<file path="src/core/fsw_params.svh">
// Constants for the status, protection and lock decode block
`ifndef FSW_PARAMS_SVH
`define FSW_PARAMS_SVH
`define FSW_OP_WR_SR1 8'h01
`define FSW_OP_PROG 8'h02
`define FSW_OP_RD_SR1 8'h05
`define FSW_OP_WR_SR3 8'h11
`define FSW_OP_RD_SR3 8'h15
`define FSW_OP_SECT_ER 8'h20
`define FSW_OP_WR_SR2 8'h31
`define FSW_OP_RD_SR2 8'h35
`define FSW_OP_LOCK 8'h36
`define FSW_OP_UNLOCK 8'h39
`define FSW_OP_SEC_PROG 8'h42
`define FSW_OP_SEC_ER 8'h44
`define FSW_OP_CHIP_ER1 8'h60
`define FSW_OP_SUSPEND 8'h75
`define FSW_OP_RESUME 8'h7A
`define FSW_OP_CHIP_ER2 8'hC7
`define FSW_OP_BLK_ER 8'hD8
`define FSW_BIT_SUS 7
`define FSW_BIT_CMP 6
`define FSW_BIT_LB_HI 5
`define FSW_BIT_LB_LO 3
`define FSW_BIT_QE 1
`define FSW_BIT_SEC 6
`define FSW_BIT_TB 5
`define FSW_BIT_BP_HI 4
`define FSW_BIT_BP_LO 2
`define FSW_BIT_WPS 2
`define FSW_BIT_DRV_HI 6
`define FSW_BIT_DRV_LO 5
`define FSW_RST_DRV 2'h3
`define FSW_RST_LB 3'h0
`define FSW_RST_LOCK 1'b1
`define FSW_TOP_ADDR 24'h7FFFFF
`define FSW_ARRAY_END 24'h800000
`define FSW_BLK_UNIT 24'h020000
`define FSW_SECT_UNIT 24'h001000
`define FSW_SECT_MAX 24'h008000
`define FSW_PAGE_MASK 24'h0000FF
`define FSW_SECT_MASK 24'h000FFF
`define FSW_BLK_MASK 24'h00FFFF
`define FSW_N_LOCKS 158
`define FSW_LOCK_TOP 16
`define FSW_LOCK_MID 32
`define FSW_LAST_BLK 7'h7F
`define FSW_PCT_100 7'h64
`define FSW_PCT_75 7'h4B
`define FSW_PCT_50 7'h32
`define FSW_PCT_25 7'h19
`define FSW_CNT_MAX 6'h3F
`endif

</file>
<file path="src/core/fsw_pkg.sv">
// Types shared by the status and protection decode block
package fsw_pkg;
    typedef enum logic [2:0] {
        FSW_PROG = 3'b000,
        FSW_SECT = 3'b001,
        FSW_BLK = 3'b010,
        FSW_CHIP = 3'b011,
        FSW_SPROG = 3'b100,
        FSW_SERASE = 3'b101
    } fsw_kind_e;

    typedef struct packed {
        logic valid;
        logic [23:0] lo;
        logic [23:0] hi;
    } fsw_range_s;

    typedef struct packed {
        fsw_kind_e kind;
        logic [23:0] addr;
    } fsw_req_s;
endpackage

</file>
<file path="src/core/fsw_ctrl.sv">
// Serial status registers, region decoder and program/erase gate
`timescale 1ns/1ns
`include "fsw_params.svh"
module fsw_ctrl (
    input wire logic ref_clk,
    input wire logic rst,
    input wire logic cs_n,
    input wire logic sclk,
    input wire logic io0_i,
    output logic io1_o,
    output logic io1_oe,
    input wire logic io2_i,
    output logic io2_o,
    output logic io2_oe,
    input wire logic io3_i,
    output logic io3_o,
    output logic io3_oe,
    input wire logic quad_drive,
    output logic pause_active,
    output logic quad_mode,
    output logic pe_go,
    output fsw_pkg::fsw_req_s pe_req,
    output logic pe_ignored,
    output logic [6:0] drive_pct,
    output fsw_pkg::fsw_range_s prot_map,
    output logic [7:0] status_hi,
    output logic [7:0] status_third
);
    localparam int CS = 0;
    localparam int SCK = 1;
    localparam int DI = 2;
    localparam int HLD = 3;

    logic [3:0] s1_ff;
    logic [3:0] s2_ff;
    logic [1:0] prv_ff;
    logic [5:0] cnt_ff;
    logic [31:0] sh_ff;
    logic [7:0] op_ff;
    logic [23:0] addr_ff;
    logic [7:0] out_ff;
    logic rd_ff;
    logic do_ff;
    logic sus_ff;
    logic cmp_ff;
    logic [2:0] lb_ff;
    logic qe_ff;
    logic sec_ff;
    logic tb_ff;
    logic [2:0] bp_ff;
    logic wps_ff;
    logic [1:0] drv_ff;
    logic [`FSW_N_LOCKS-1:0] lock_ff;
    logic pe_go_ff;
    logic pe_ign_ff;
    fsw_pkg::fsw_req_s req_ff;
    logic paused;
    logic sck_rise;
    logic sck_fall;
    logic cs_rise;
    logic cs_fall;
    logic [7:0] op_now;
    logic [7:0] sr1_rd;
    logic [7:0] sr2_rd;
    logic [7:0] sr3_rd;
    logic done;
    logic sr1_we;
    logic sr2_we;
    logic sr3_we;
    logic [7:0] sr1_wd;
    logic [7:0] sr2_wd;
    logic pe_cmd;
    fsw_pkg::fsw_kind_e pe_kind;
    logic pe_blk;

    // Region chosen by granularity, bottom select and size code
    function automatic fsw_pkg::fsw_range_s decode(input logic sec, input logic tb,
                                                   input logic [2:0] bp);
        fsw_pkg::fsw_range_s r;
        logic [23:0] size;
        r.valid = (bp != 3'h0);
        size = `FSW_ARRAY_END;
        if (bp != 3'h7 && !sec) begin
            size = `FSW_BLK_UNIT << (bp - 3'h1);
        end else if (bp != 3'h7 && bp[2]) begin
            size = `FSW_SECT_MAX;
        end else if (bp != 3'h7) begin
            size = `FSW_SECT_UNIT << (bp - 3'h1);
        end
        if (tb) begin
            r.lo = 24'h000000;
            r.hi = size - 24'h000001;
        end else begin
            r.lo = `FSW_ARRAY_END - size;
            r.hi = `FSW_TOP_ADDR;
        end
        return r;
    endfunction

    // Index of the individual lock covering an address
    function automatic logic [7:0] lock_idx(input logic [23:0] a);
        logic [6:0] b;
        b = a[22:16];
        if (b == 7'h00) begin
            return {4'h0, a[15:12]};
        end else if (b == `FSW_LAST_BLK) begin
            return 8'(`FSW_LOCK_TOP) + {4'h0, a[15:12]};
        end
        return 8'(`FSW_LOCK_MID) + {1'b0, b} - 8'h01;
    endfunction

    // Byte range touched by a command
    function automatic logic [47:0] span(input fsw_pkg::fsw_kind_e k,
                                         input logic [23:0] a);
        logic [23:0] m;
        unique case (k)
            fsw_pkg::FSW_PROG: m = `FSW_PAGE_MASK;
            fsw_pkg::FSW_SECT: m = `FSW_SECT_MASK;
            fsw_pkg::FSW_BLK: m = `FSW_BLK_MASK;
            default: m = `FSW_TOP_ADDR;
        endcase
        return {a & ~m & `FSW_TOP_ADDR, (a | m) & `FSW_TOP_ADDR};
    endfunction

    // Input synchronisers, the first stage feeds only the second
    always_ff @(posedge ref_clk or posedge rst) begin
        if (rst) begin
            s1_ff <= 4'hF;
            s2_ff <= 4'hF;
            prv_ff <= 2'h3;
        end else begin
            s1_ff <= {io3_i, io0_i, sclk, cs_n};
            s2_ff <= s1_ff;
            prv_ff <= s2_ff[1:0];
        end
    end

    // Pause pin acts only while quad mode is off
    assign paused = !qe_ff && !s2_ff[HLD];
    assign sck_rise = s2_ff[SCK] && !prv_ff[SCK] && !s2_ff[CS] && !paused;
    assign sck_fall = !s2_ff[SCK] && prv_ff[SCK] && !s2_ff[CS] && !paused;
    assign cs_rise = s2_ff[CS] && !prv_ff[CS];
    assign cs_fall = !s2_ff[CS] && prv_ff[CS];
    assign op_now = {sh_ff[6:0], s2_ff[DI]};

    // Bit counter and input shifter
    always_ff @(posedge ref_clk or posedge rst) begin
        if (rst) begin
            cnt_ff <= 6'h00;
            sh_ff <= 32'h00000000;
        end else if (cs_fall) begin
            cnt_ff <= 6'h00;
            sh_ff <= 32'h00000000;
        end else if (sck_rise) begin
            sh_ff <= {sh_ff[30:0], s2_ff[DI]};
            if (cnt_ff != `FSW_CNT_MAX) begin
                cnt_ff <= cnt_ff + 6'h01;
            end
        end
    end

    // Opcode and address capture
    always_ff @(posedge ref_clk or posedge rst) begin
        if (rst) begin
            op_ff <= 8'h00;
            addr_ff <= 24'h000000;
        end else if (sck_rise && cnt_ff == 6'h07) begin
            op_ff <= op_now;
        end else if (sck_rise && cnt_ff == 6'h1F) begin
            addr_ff <= {sh_ff[22:0], s2_ff[DI]};
        end
    end

    assign sr1_rd = {1'b0, sec_ff, tb_ff, bp_ff, 2'h0};
    assign sr2_rd = {sus_ff, cmp_ff, lb_ff, 1'b0, qe_ff, 1'b0};
    assign sr3_rd = {1'b0, drv_ff, 2'h0, wps_ff, 2'h0};

    // Status read: byte repeats while chip select stays low
    always_ff @(posedge ref_clk or posedge rst) begin
        if (rst) begin
            rd_ff <= 1'b0;
            out_ff <= 8'h00;
            do_ff <= 1'b0;
        end else if (s2_ff[CS]) begin
            rd_ff <= 1'b0;
        end else if (sck_rise && cnt_ff == 6'h07) begin
            rd_ff <= 1'b1;
            unique case (op_now)
                `FSW_OP_RD_SR1: out_ff <= sr1_rd;
                `FSW_OP_RD_SR2: out_ff <= sr2_rd;
                `FSW_OP_RD_SR3: out_ff <= sr3_rd;
                default: rd_ff <= 1'b0;
            endcase
        end else if (sck_fall && rd_ff) begin
            do_ff <= out_ff[7];
            out_ff <= {out_ff[6:0], out_ff[7]};
        end
    end

    // Decode of a finished instruction at chip select release
    assign done = cs_rise && cnt_ff[2:0] == 3'h0 && cnt_ff != 6'h00;
    always_comb begin
        sr1_we = 1'b0;
        sr2_we = 1'b0;
        sr3_we = 1'b0;
        sr1_wd = sh_ff[7:0];
        sr2_wd = sh_ff[7:0];
        pe_cmd = 1'b0;
        pe_kind = fsw_pkg::FSW_PROG;
        if (done) begin
            unique case (op_ff)
                `FSW_OP_WR_SR1: begin
                    sr1_we = (cnt_ff == 6'h10 || cnt_ff == 6'h18);
                    sr2_we = (cnt_ff == 6'h18);
                    sr1_wd = (cnt_ff == 6'h18) ? sh_ff[15:8] : sh_ff[7:0];
                end
                `FSW_OP_WR_SR2: sr2_we = (cnt_ff == 6'h10);
                `FSW_OP_WR_SR3: sr3_we = (cnt_ff == 6'h10);
                `FSW_OP_PROG: begin
                    pe_cmd = (cnt_ff >= 6'h28);
                end
                `FSW_OP_SECT_ER: begin
                    pe_cmd = (cnt_ff == 6'h20);
                    pe_kind = fsw_pkg::FSW_SECT;
                end
                `FSW_OP_BLK_ER: begin
                    pe_cmd = (cnt_ff == 6'h20);
                    pe_kind = fsw_pkg::FSW_BLK;
                end
                `FSW_OP_CHIP_ER1, `FSW_OP_CHIP_ER2: begin
                    pe_cmd = (cnt_ff == 6'h08);
                    pe_kind = fsw_pkg::FSW_CHIP;
                end
                `FSW_OP_SEC_PROG: begin
                    pe_cmd = (cnt_ff >= 6'h28);
                    pe_kind = fsw_pkg::FSW_SPROG;
                end
                `FSW_OP_SEC_ER: begin
                    pe_cmd = (cnt_ff == 6'h20);
                    pe_kind = fsw_pkg::FSW_SERASE;
                end
                default: pe_cmd = 1'b0;
            endcase
        end
    end

    // Protection check for the command being committed
    always_comb begin
        logic [47:0] sp;
        logic [7:0] ix;
        logic enclosed;
        logic touch;
        logic [1:0] rg;
        sp = span(pe_kind, addr_ff);
        ix = lock_idx(addr_ff);
        enclosed = prot_map.valid && sp[47:24] >= prot_map.lo && sp[23:0] <= prot_map.hi;
        touch = prot_map.valid && !(sp[23:0] < prot_map.lo || sp[47:24] > prot_map.hi);
        rg = addr_ff[13:12];
        if (pe_kind == fsw_pkg::FSW_SPROG || pe_kind == fsw_pkg::FSW_SERASE) begin
            pe_blk = (rg == 2'h0) || lb_ff[rg - 2'h1];
        end else if (!wps_ff) begin
            pe_blk = cmp_ff ? !enclosed : touch;
        end else if (pe_kind == fsw_pkg::FSW_CHIP) begin
            pe_blk = |lock_ff;
        end else if (pe_kind == fsw_pkg::FSW_BLK && ix < 8'(`FSW_LOCK_MID)) begin
            pe_blk = |lock_ff[ix & 8'hF0 +: 16];
        end else begin
            pe_blk = lock_ff[ix];
        end
    end

    // Suspend flag, read-only to the host
    always_ff @(posedge ref_clk or posedge rst) begin
        if (rst) begin
            sus_ff <= 1'b0;
        end else if (done && cnt_ff == 6'h08 && op_ff == `FSW_OP_SUSPEND) begin
            sus_ff <= 1'b1;
        end else if (done && cnt_ff == 6'h08 && op_ff == `FSW_OP_RESUME) begin
            sus_ff <= 1'b0;
        end
    end

    // Second status byte: complement, one-time locks, quad enable
    always_ff @(posedge ref_clk or posedge rst) begin
        if (rst) begin
            cmp_ff <= 1'b0;
            lb_ff <= `FSW_RST_LB;
            qe_ff <= 1'b0;
        end else if (sr2_we) begin
            cmp_ff <= sr2_wd[`FSW_BIT_CMP];
            lb_ff <= lb_ff | sr2_wd[`FSW_BIT_LB_HI:`FSW_BIT_LB_LO];
            qe_ff <= sr2_wd[`FSW_BIT_QE];
        end
    end

    // First status byte: granularity, bottom select, size code
    always_ff @(posedge ref_clk or posedge rst) begin
        if (rst) begin
            sec_ff <= 1'b0;
            tb_ff <= 1'b0;
            bp_ff <= 3'h0;
        end else if (sr1_we) begin
            sec_ff <= sr1_wd[`FSW_BIT_SEC];
            tb_ff <= sr1_wd[`FSW_BIT_TB];
            bp_ff <= sr1_wd[`FSW_BIT_BP_HI:`FSW_BIT_BP_LO];
        end
    end

    // Third status byte: scheme select and drive strength
    always_ff @(posedge ref_clk or posedge rst) begin
        if (rst) begin
            wps_ff <= 1'b0;
            drv_ff <= `FSW_RST_DRV;
        end else if (sr3_we) begin
            wps_ff <= sh_ff[`FSW_BIT_WPS];
            drv_ff <= sh_ff[`FSW_BIT_DRV_HI:`FSW_BIT_DRV_LO];
        end
    end

    // Individual sector and block locks
    always_ff @(posedge ref_clk or posedge rst) begin
        if (rst) begin
            lock_ff <= {`FSW_N_LOCKS{`FSW_RST_LOCK}};
        end else if (done && cnt_ff == 6'h20 && op_ff == `FSW_OP_UNLOCK) begin
            lock_ff[lock_idx(sh_ff[23:0])] <= 1'b0;
        end else if (done && cnt_ff == 6'h20 && op_ff == `FSW_OP_LOCK) begin
            lock_ff[lock_idx(sh_ff[23:0])] <= 1'b1;
        end
    end

    // Program/erase hand-off: start pulse or ignored pulse
    always_ff @(posedge ref_clk or posedge rst) begin
        if (rst) begin
            pe_go_ff <= 1'b0;
            pe_ign_ff <= 1'b0;
            req_ff <= '0;
        end else begin
            pe_go_ff <= pe_cmd && !pe_blk;
            pe_ign_ff <= pe_cmd && pe_blk;
            if (pe_cmd) begin
                req_ff <= '{kind: pe_kind, addr: addr_ff};
            end
        end
    end

    // Drive strength decode
    always_comb begin
        unique case (drv_ff)
            2'h0: drive_pct = `FSW_PCT_100;
            2'h1: drive_pct = `FSW_PCT_75;
            2'h2: drive_pct = `FSW_PCT_50;
            2'h3: drive_pct = `FSW_PCT_25;
        endcase
    end

    // Live region map, follows register bits without delay
    assign prot_map = decode(sec_ff, tb_ff, bp_ff);

    // Lines 2 and 3 are driven only in quad mode
    assign io2_o = io2_i & 1'b0;
    assign io3_o = 1'b0;
    assign io2_oe = qe_ff && quad_drive && !s2_ff[CS];
    assign io3_oe = qe_ff && quad_drive && !s2_ff[CS];
    assign io1_o = do_ff;
    assign io1_oe = rd_ff && !s2_ff[CS];
    assign pause_active = paused;
    assign quad_mode = qe_ff;
    assign pe_go = pe_go_ff;
    assign pe_ignored = pe_ign_ff;
    assign pe_req = req_ff;
    assign status_hi = sr2_rd;
    assign status_third = sr3_rd;
endmodule

</file>
<file path="config.mk">
export PLATFORM = sky130hd
export DESIGN_NAME = fsw_ctrl
export DESIGN_NICKNAME = d
export VERILOG_FILES = /design/src/core/fsw_pkg.sv /design/src/core/fsw_ctrl.sv
export VERILOG_INCLUDE_DIRS = /design/src /design/src/core
export SDC_FILE = /design/constraint.sdc
export NUM_CORES = 1
export LEC_CHECK = 0
export ABC_AREA = 1
export BUFFER_PORTS_ARGS = -buffer_cell sky130_fd_sc_hd__clkbuf_2
export CAP_MARGIN = 10
export CORE_MARGIN = 8
export CORE_UTILIZATION = 42
export CTS_CLUSTER_DIAMETER = 100
export DETAILED_ROUTE_END_ITERATION = 7
export GPL_ROUTABILITY_DRIVEN = 1
export PLACE_DENSITY = 0.62
export SYNTH_ARGS = -nofsm -noshare
export SYNTH_HDL_FRONTEND = slang
export SYNTH_SLANG_ARGS = --single-unit
</file>
<file path="constraint.sdc">
create_clock -name ref_clk -period 10.4 [get_ports ref_clk]
set_input_delay 1.04 -clock ref_clk [delete_from_list [all_inputs] [get_ports ref_clk]]
set_output_delay 1.04 -clock ref_clk [all_outputs]
set_load 0.01 [all_outputs]
</file>
== Yosys cells after proc, flatten, opt, wreduce, memory -nomap -nowiden ==
Cells that the tools add are included.

* Output and inout port bits: 109
* Word-level logic and storage cells: 231
* Input port bits: 8
* Register bits: 282

* Add/subtract/negate cells: 11
* Shift operators: 3
* Reductions and logical operators: 72
* Muxes and demuxes: 64
* $lt $le $gt $ge: 12
* Bitwise operators: 9
* Equality and inequality tests: 36

{| class="wikitable"
|+ Operators with widths
! operator !! number
|-
| 158-bit two-way mux || 2
|-
| 158-bit bitwise AND || 1
|-
| 158-bit inverter || 1
|-
| 158-bit OR || 1
|-
| 158-bit OR reduction || 1
|-
| 158-bit by 9-bit variable part select with 16-bit output || 1
|-
| 8-bit two-way mux || 12
|-
| 24-bit two-way mux || 3
|-
| 23-bit one-hot mux with 3 select lines || 1
|-
| 48-bit two-way mux || 1
|-
| 23-bit two-way mux || 2
|-
| 8-bit by 6-bit equality test with 1-bit output (second input constant) || 5
|-
| 8-bit by 7-bit equality test with 1-bit output (second input constant) || 5
|-
| 1-bit logical AND || 33
|-
| 7-bit one-hot mux with 4 select lines || 1
|-
| 8-bit by 9-bit < comparator with 1-bit output (second input constant) || 3
|-
| 1-bit two-way mux || 27
|-
| 23-bit by 24-bit greater-or-equal comparator with 1-bit output || 1
|-
| 23-bit by 24-bit greater-than comparator with 1-bit output || 1
|-
| 23-bit by 24-bit less-or-equal comparator with 1-bit output || 1
|-
| 23-bit by 24-bit < comparator with 1-bit output || 1
|-
| 8-bit one-hot mux with 3 select lines || 1
|-
| 13-bit by 3-bit left shift with 24-bit output (first input constant) || 1
|-
| 18-bit by 3-bit left shift with 24-bit output (first input constant) || 1
|-
| 57 further kinds || 100
|}

== Longest topological paths before layout ==
* Depth in word-level cells: 18
* Mapped depth: 27
* Mapped depth without buffers: 27

== Worst setup path after synthesis ==
Ideal clock, no wire load.

* Path kind: register -> register
* From: register s2_ff[0]
* To: register pe_ign_ff, in the netlist pe_ignored
* Arrival: 3106 ps
* Cell stages (with the launch flop): 26
* Data required time: 10270 ps
* Period minus slack after synthesis: 3236 ps
* Slack: 7164 ps
* Setup time: 130 ps
* Buffers on the path: 0
* Cell sequence: dfstp_2 -> inv_1 -> nor2_1 -> inv_1 -> nor2_1 -> nand2_1 -> inv_2 -> nand2_1 -> inv_1 -> nor2_2 -> nor2_1 -> inv_1 -> nand2_1 -> ha_1 -> a21oi_1 -> o21ai_0 -> a41oi_1 -> o21ai_0 -> a21oi_1 -> o21ai_0 -> inv_1 -> a21oi_1 -> a21oi_1 -> nand2_1 -> nand2_1 -> nor2_1

* Longest elaborated chain between the ends: 16
* Elaborated cells between the ends (all ways): 33
* Those cells by class: 4 x order compare; 5 x eq/ne; 8 x mux; 3 x bitwise; 13 x reduce/logical

{| class="wikitable"
|+ Ends and longest elaborated chain
! item !! RTL line !! source
|-
| start, declared || fsw_ctrl.sv:35 || <nowiki>logic [3:0] s2_ff;</nowiki>
|-
| start signal, assigned || fsw_ctrl.sv:129 || <nowiki>s2_ff <= 4'hF;</nowiki>
|-
| start signal, assigned || fsw_ctrl.sv:133 || <nowiki>s2_ff <= s1_ff;</nowiki>
|-
| 1-bit logical AND (*) || fsw_ctrl.sv:142 || <nowiki>assign cs_rise = s2_ff[CS] && !prv_ff[CS];</nowiki>
|-
| 1-bit logical AND (*) (2 in a row) || fsw_ctrl.sv:201 || <nowiki>assign done = cs_rise && cnt_ff[2:0] == 3'h0 && cnt_ff != 6'h00;</nowiki>
|-
| 3-bit two-way mux || fsw_ctrl.sv:210 || <nowiki>if (done) begin</nowiki>
|-
| 3-bit by 2-bit equality test with 1-bit output (tied with other cells) || fsw_ctrl.sv:116, fsw_ctrl.sv:265 ||
|-
| 23-bit one-hot mux with 3 select lines || fsw_ctrl.sv:116 || <nowiki>unique case (k)</nowiki>
|-
| 23-bit inverter || fsw_ctrl.sv:122 || <nowiki>return {a & ~m & `FSW_TOP_ADDR, (a | m) & `FSW_TOP_ADDR};</nowiki>
|-
| 23-bit bitwise AND || fsw_ctrl.sv:122 ||
|-
| 23-bit by 24-bit greater-than comparator with 1-bit output / 23-bit by 24-bit greater-or-equal comparator with 1-bit output (equally long branches) || fsw_ctrl.sv:257, fsw_ctrl.sv:256 ||
|-
| 1-bit logical OR / 1-bit logical AND (equally long branches) || fsw_ctrl.sv:257, fsw_ctrl.sv:256 ||
|-
| 1-bit logical NOT / 1-bit logical AND (equally long branches) || fsw_ctrl.sv:257, fsw_ctrl.sv:256 ||
|-
| 1-bit logical AND / 1-bit logical NOT (equally long branches) || fsw_ctrl.sv:257, fsw_ctrl.sv:262 ||
|-
| 1-bit two-way mux || fsw_ctrl.sv:262 || <nowiki>pe_blk = cmp_ff ? !enclosed : touch;</nowiki>
|-
| 1-bit two-way mux || fsw_ctrl.sv:261 || <nowiki>end else if (!wps_ff) begin</nowiki>
|-
| 1-bit two-way mux || fsw_ctrl.sv:259 || <nowiki>if (pe_kind == fsw_pkg::FSW_SPROG || pe_kind == fsw_pkg::FSW_SERASE) begin</nowiki>
|-
| 1-bit logical AND (*) || fsw_ctrl.sv:339 || <nowiki>pe_ign_ff <= pe_cmd && pe_blk;</nowiki>
|-
| end signal, assigned || fsw_ctrl.sv:339 ||
|-
| end, declared || fsw_ctrl.sv:55 || <nowiki>logic pe_ign_ff;</nowiki>
|}

Mark *: on every way between the ends. The rest lies on a longest branch, timed or not.
A chain may end at the register's enable or synchronous reset.

== Final worst setup path ==
* From: register cnt_ff[3]
* To: register pe_ign_ff, in the netlist pe_ignored

* Longest elaborated chain between the ends: 15
* Elaborated cells between the ends (all ways): 36
* Those cells by class: 5 x order compare; 7 x eq/ne; 9 x mux; 3 x bitwise; 12 x reduce/logical

{| class="wikitable"
|+ Ends and longest elaborated chain
! item !! RTL line !! source
|-
| start, declared || fsw_ctrl.sv:37 || <nowiki>logic [5:0] cnt_ff;</nowiki>
|-
| start signal, assigned || fsw_ctrl.sv:157 || <nowiki>cnt_ff <= cnt_ff + 6'h01;</nowiki>
|-
| 6-bit nonzero test || fsw_ctrl.sv:201 ||
|-
| 1-bit logical AND || fsw_ctrl.sv:201 ||
|-
| 3-bit two-way mux || fsw_ctrl.sv:210 ||
|-
| 3-bit by 2-bit equality test with 1-bit output (tied with other cells) || fsw_ctrl.sv:116, fsw_ctrl.sv:265 ||
|-
| 23-bit one-hot mux with 3 select lines || fsw_ctrl.sv:116 ||
|-
| 23-bit inverter || fsw_ctrl.sv:122 ||
|-
| 23-bit bitwise AND || fsw_ctrl.sv:122 ||
|-
| 23-bit by 24-bit greater-than comparator with 1-bit output / 23-bit by 24-bit greater-or-equal comparator with 1-bit output (equally long branches) || fsw_ctrl.sv:257, fsw_ctrl.sv:256 ||
|-
| 1-bit logical OR / 1-bit logical AND (equally long branches) || fsw_ctrl.sv:257, fsw_ctrl.sv:256 ||
|-
| 1-bit logical NOT / 1-bit logical AND (equally long branches) || fsw_ctrl.sv:257, fsw_ctrl.sv:256 ||
|-
| 1-bit logical AND / 1-bit logical NOT (equally long branches) || fsw_ctrl.sv:257, fsw_ctrl.sv:262 ||
|-
| 1-bit two-way mux || fsw_ctrl.sv:262 ||
|-
| 1-bit two-way mux || fsw_ctrl.sv:261 ||
|-
| 1-bit two-way mux || fsw_ctrl.sv:259 ||
|-
| 1-bit logical AND (*) || fsw_ctrl.sv:339 ||
|}

Marked as above.

==> out/qor.yml <==
ys_ff_latch: 282
place_congestion: 0.9279
cts.sinks: 282
maxCapViolations: 0
drive_above_1_share_pct: 16.29
worst-path-max-fanout: 15
syn_inst: 2217
nNetsFinal: 2305
grt_pass1_wl_mm: 82.72
synthArstFlopShare_pct: 100.0
portBuffers: 82
avgSynthCellArea_um2: 7.583
postCtsSetupBuffers: 0
stdcell_count: 2790
cts_tree: "done"
synth-seq-area-share_pct: 43.24
root_buffer: "clkbuf_16"
synth_top_cell_by_area: "dfstp_2"
cts_buffers: 35
arrival_ns: 4.75
grt.total_usage_pct: 21.71
max_slew_margin_pct: 20.69
grt_setup_unrepaired: "no"
crit_slowest_cell: "dfrtp_1"
fin_util_pct: 46.75
dp.cells: 2730
core_um2: 39640
drtIter0Drc: 1233
clock_skew_ns: 0.01709
synth_edf_count: 0
place_hpwl_mm: 33.90
drv_slew: 0
p_leak_uw: 0.008496
ys_types: 51
crit_type: "reg -> reg"
fmax_mhz: 230.8
outcome: "finished, final reports clean"
yosysWarnings: 0
num_io_pins: 117
htree_levels: 2
ant_nets: 0
fillers: 4034
clock_path_buffers: 3
worstMarginPinSlew_ns: 1.188
path_clk_slew_ns: 0.06
cp.required_ns: 10.81
hold_viol: 0
vias_per_cell: 5.449
whs_ns: 0.3509
cts_resized: 0
die_w_um: 216.1
setup_viol: 0
peakVddDrop_v: 0.0001023
grt_pass1_vias: 15160
initial_core_util_pct: 42.41
die_h_um: 216.1
hold_buffers: 0
syn_area_um2: 16810
grt_max_degree: 165
antenna_found_initial: 0
syn2layout_area_growth_pct: 10.23
yosysMostFrequentCell: "nand2_1"
synth_area_leaders: "dfstp_2 27%, dfrtp_1 17%, nand2_1 11%"
overflow: 0
fin_setup_tns_ns: 0
diodes: 0
critPathMaxStageDelay_ns: 0.68
clkLatencyLatePin_ns: 0.53
critPathLaunchType: "flip-flop"
num_vias: 15200
routedWlPerCell_um: 18.38
synthFlopType: "dfstp_2"
fin_crit_sh_pct: 41.66
dieArea_um2: 46690
end_kind: "flip-flop"
dr.pass1.iters: 5
synth_top_area_share_pct: 26.57
hold_class: "reg -> reg"
drt-total-wl_mm: 51.28
finalCriticalPeriod_ns: 4.333
total_power_uw: 2423
synth_common_cells: "480 x nand2_1, 312 x inv_1, 201 x nand3_1"
drc: 0
fp-row-count: 73
power_density_nw_per_um2: 130.7
-- worst paths after layout --
check                                      startpoint  slack (ns)  depth (start not counted)              endpoint
max in group asynchronous                         rst        8.35                          3     rd_ff$_DFFE_PP0N_
worst max register to register  cnt_ff[3]$_DFFE_PP0P_        6.07                         25  pe_ignored$_DFF_PP0_
worst min-delay path               s1_ff[0]$_DFF_PP1_        0.35                          0    s2_ff[0]$_DFF_PP1_
worst max-delay path            cnt_ff[3]$_DFFE_PP0P_        6.07                         25  pe_ignored$_DFF_PP0_
min in group asynchronous                         rst        0.74                          2  pe_ignored$_DFF_PP0_
worst min register to register     s1_ff[0]$_DFF_PP1_        0.35                          0    s2_ff[0]$_DFF_PP1_
-- where the power goes --
part	leakage, uW	switching (uW)	internal, uW
sequential	0.00330	8.99	1120
combinational	0.00462	51.4	14.4
clock	0.000568	480	752
-- cells by family after synthesis --
group,synth area share [%]
compound gates,14.37
xor+xnor,0.3126
fa+ha+maj,3.944
buf+inv,12.32
flops,43.24
mux,0.9600
other cells,0.04467
simple gates,24.80
-- metrics by stage --
step	instance area (um2)	setup WS, ns
3_5_place_dp	17350	6.079
3_3_place_gp	17350	6.173
5_1_grt	18530	5.615
6_report	18530	6.067
4_1_cts	18500	6.076
2_1_floorplan	16930	1.862
-- area by class of cell --
cell class	instances	area [um2]	share of cell area, %
inverters	326	1231	6.644
clock buffers	50	1055	5.692
clock inverters	8	100.1	0.5401
well taps	525	656.9	3.545
repair buffers	102	588.1	3.173
multi-input cells	1497	7631	41.18
flip-flops and latches	282	7269	39.23
-- per-layer routing --
layer  wire (um)  vias up  global-route usage [%]
met4        1907        0                   8.589
met3        2733      113                   2.967
met5           0        -                       0
met2       23900      507                   35.71
li1            -     7340                       -
met1       22740     7243                   28.69
-- cells in the final DEF, fill, tap and decap left out, drive strengths merged, types with 2 or more instances in the layout --
cell	synthesis	routed
bufinv	0	2
nor4	45	45
o21a	2	2
conb	2	33
o41ai	2	2
a31oi	100	100
a21oi	156	156
mux2i	15	15
nor2	136	136
nand2	484	484
o21ai	145	145
o211ai	8	8
a211oi	4	4
a41oi	2	2
xor2	6	6
o31ai	2	2
or2	2	2
buf	93	20
clkbuf	50	132
clkinv	6	10
and3	2	2
nor3	57	57
nand4	23	23
a21o	2	2
inv	320	321
ha	53	53
nand3	201	201
dfstp	170	170
o22ai	6	6
dfrtp	112	112
-- critical path: cells and delay by family (launching register included) --
kind	cells	cell delay [ns]
fa+ha+maj	1	0.25
compound gates	8	1.02
simple gates	10	1.43
buf+inv	6	0.84
flops	1	0.68
Note: power is estimated with default switching activity, not from simulation.
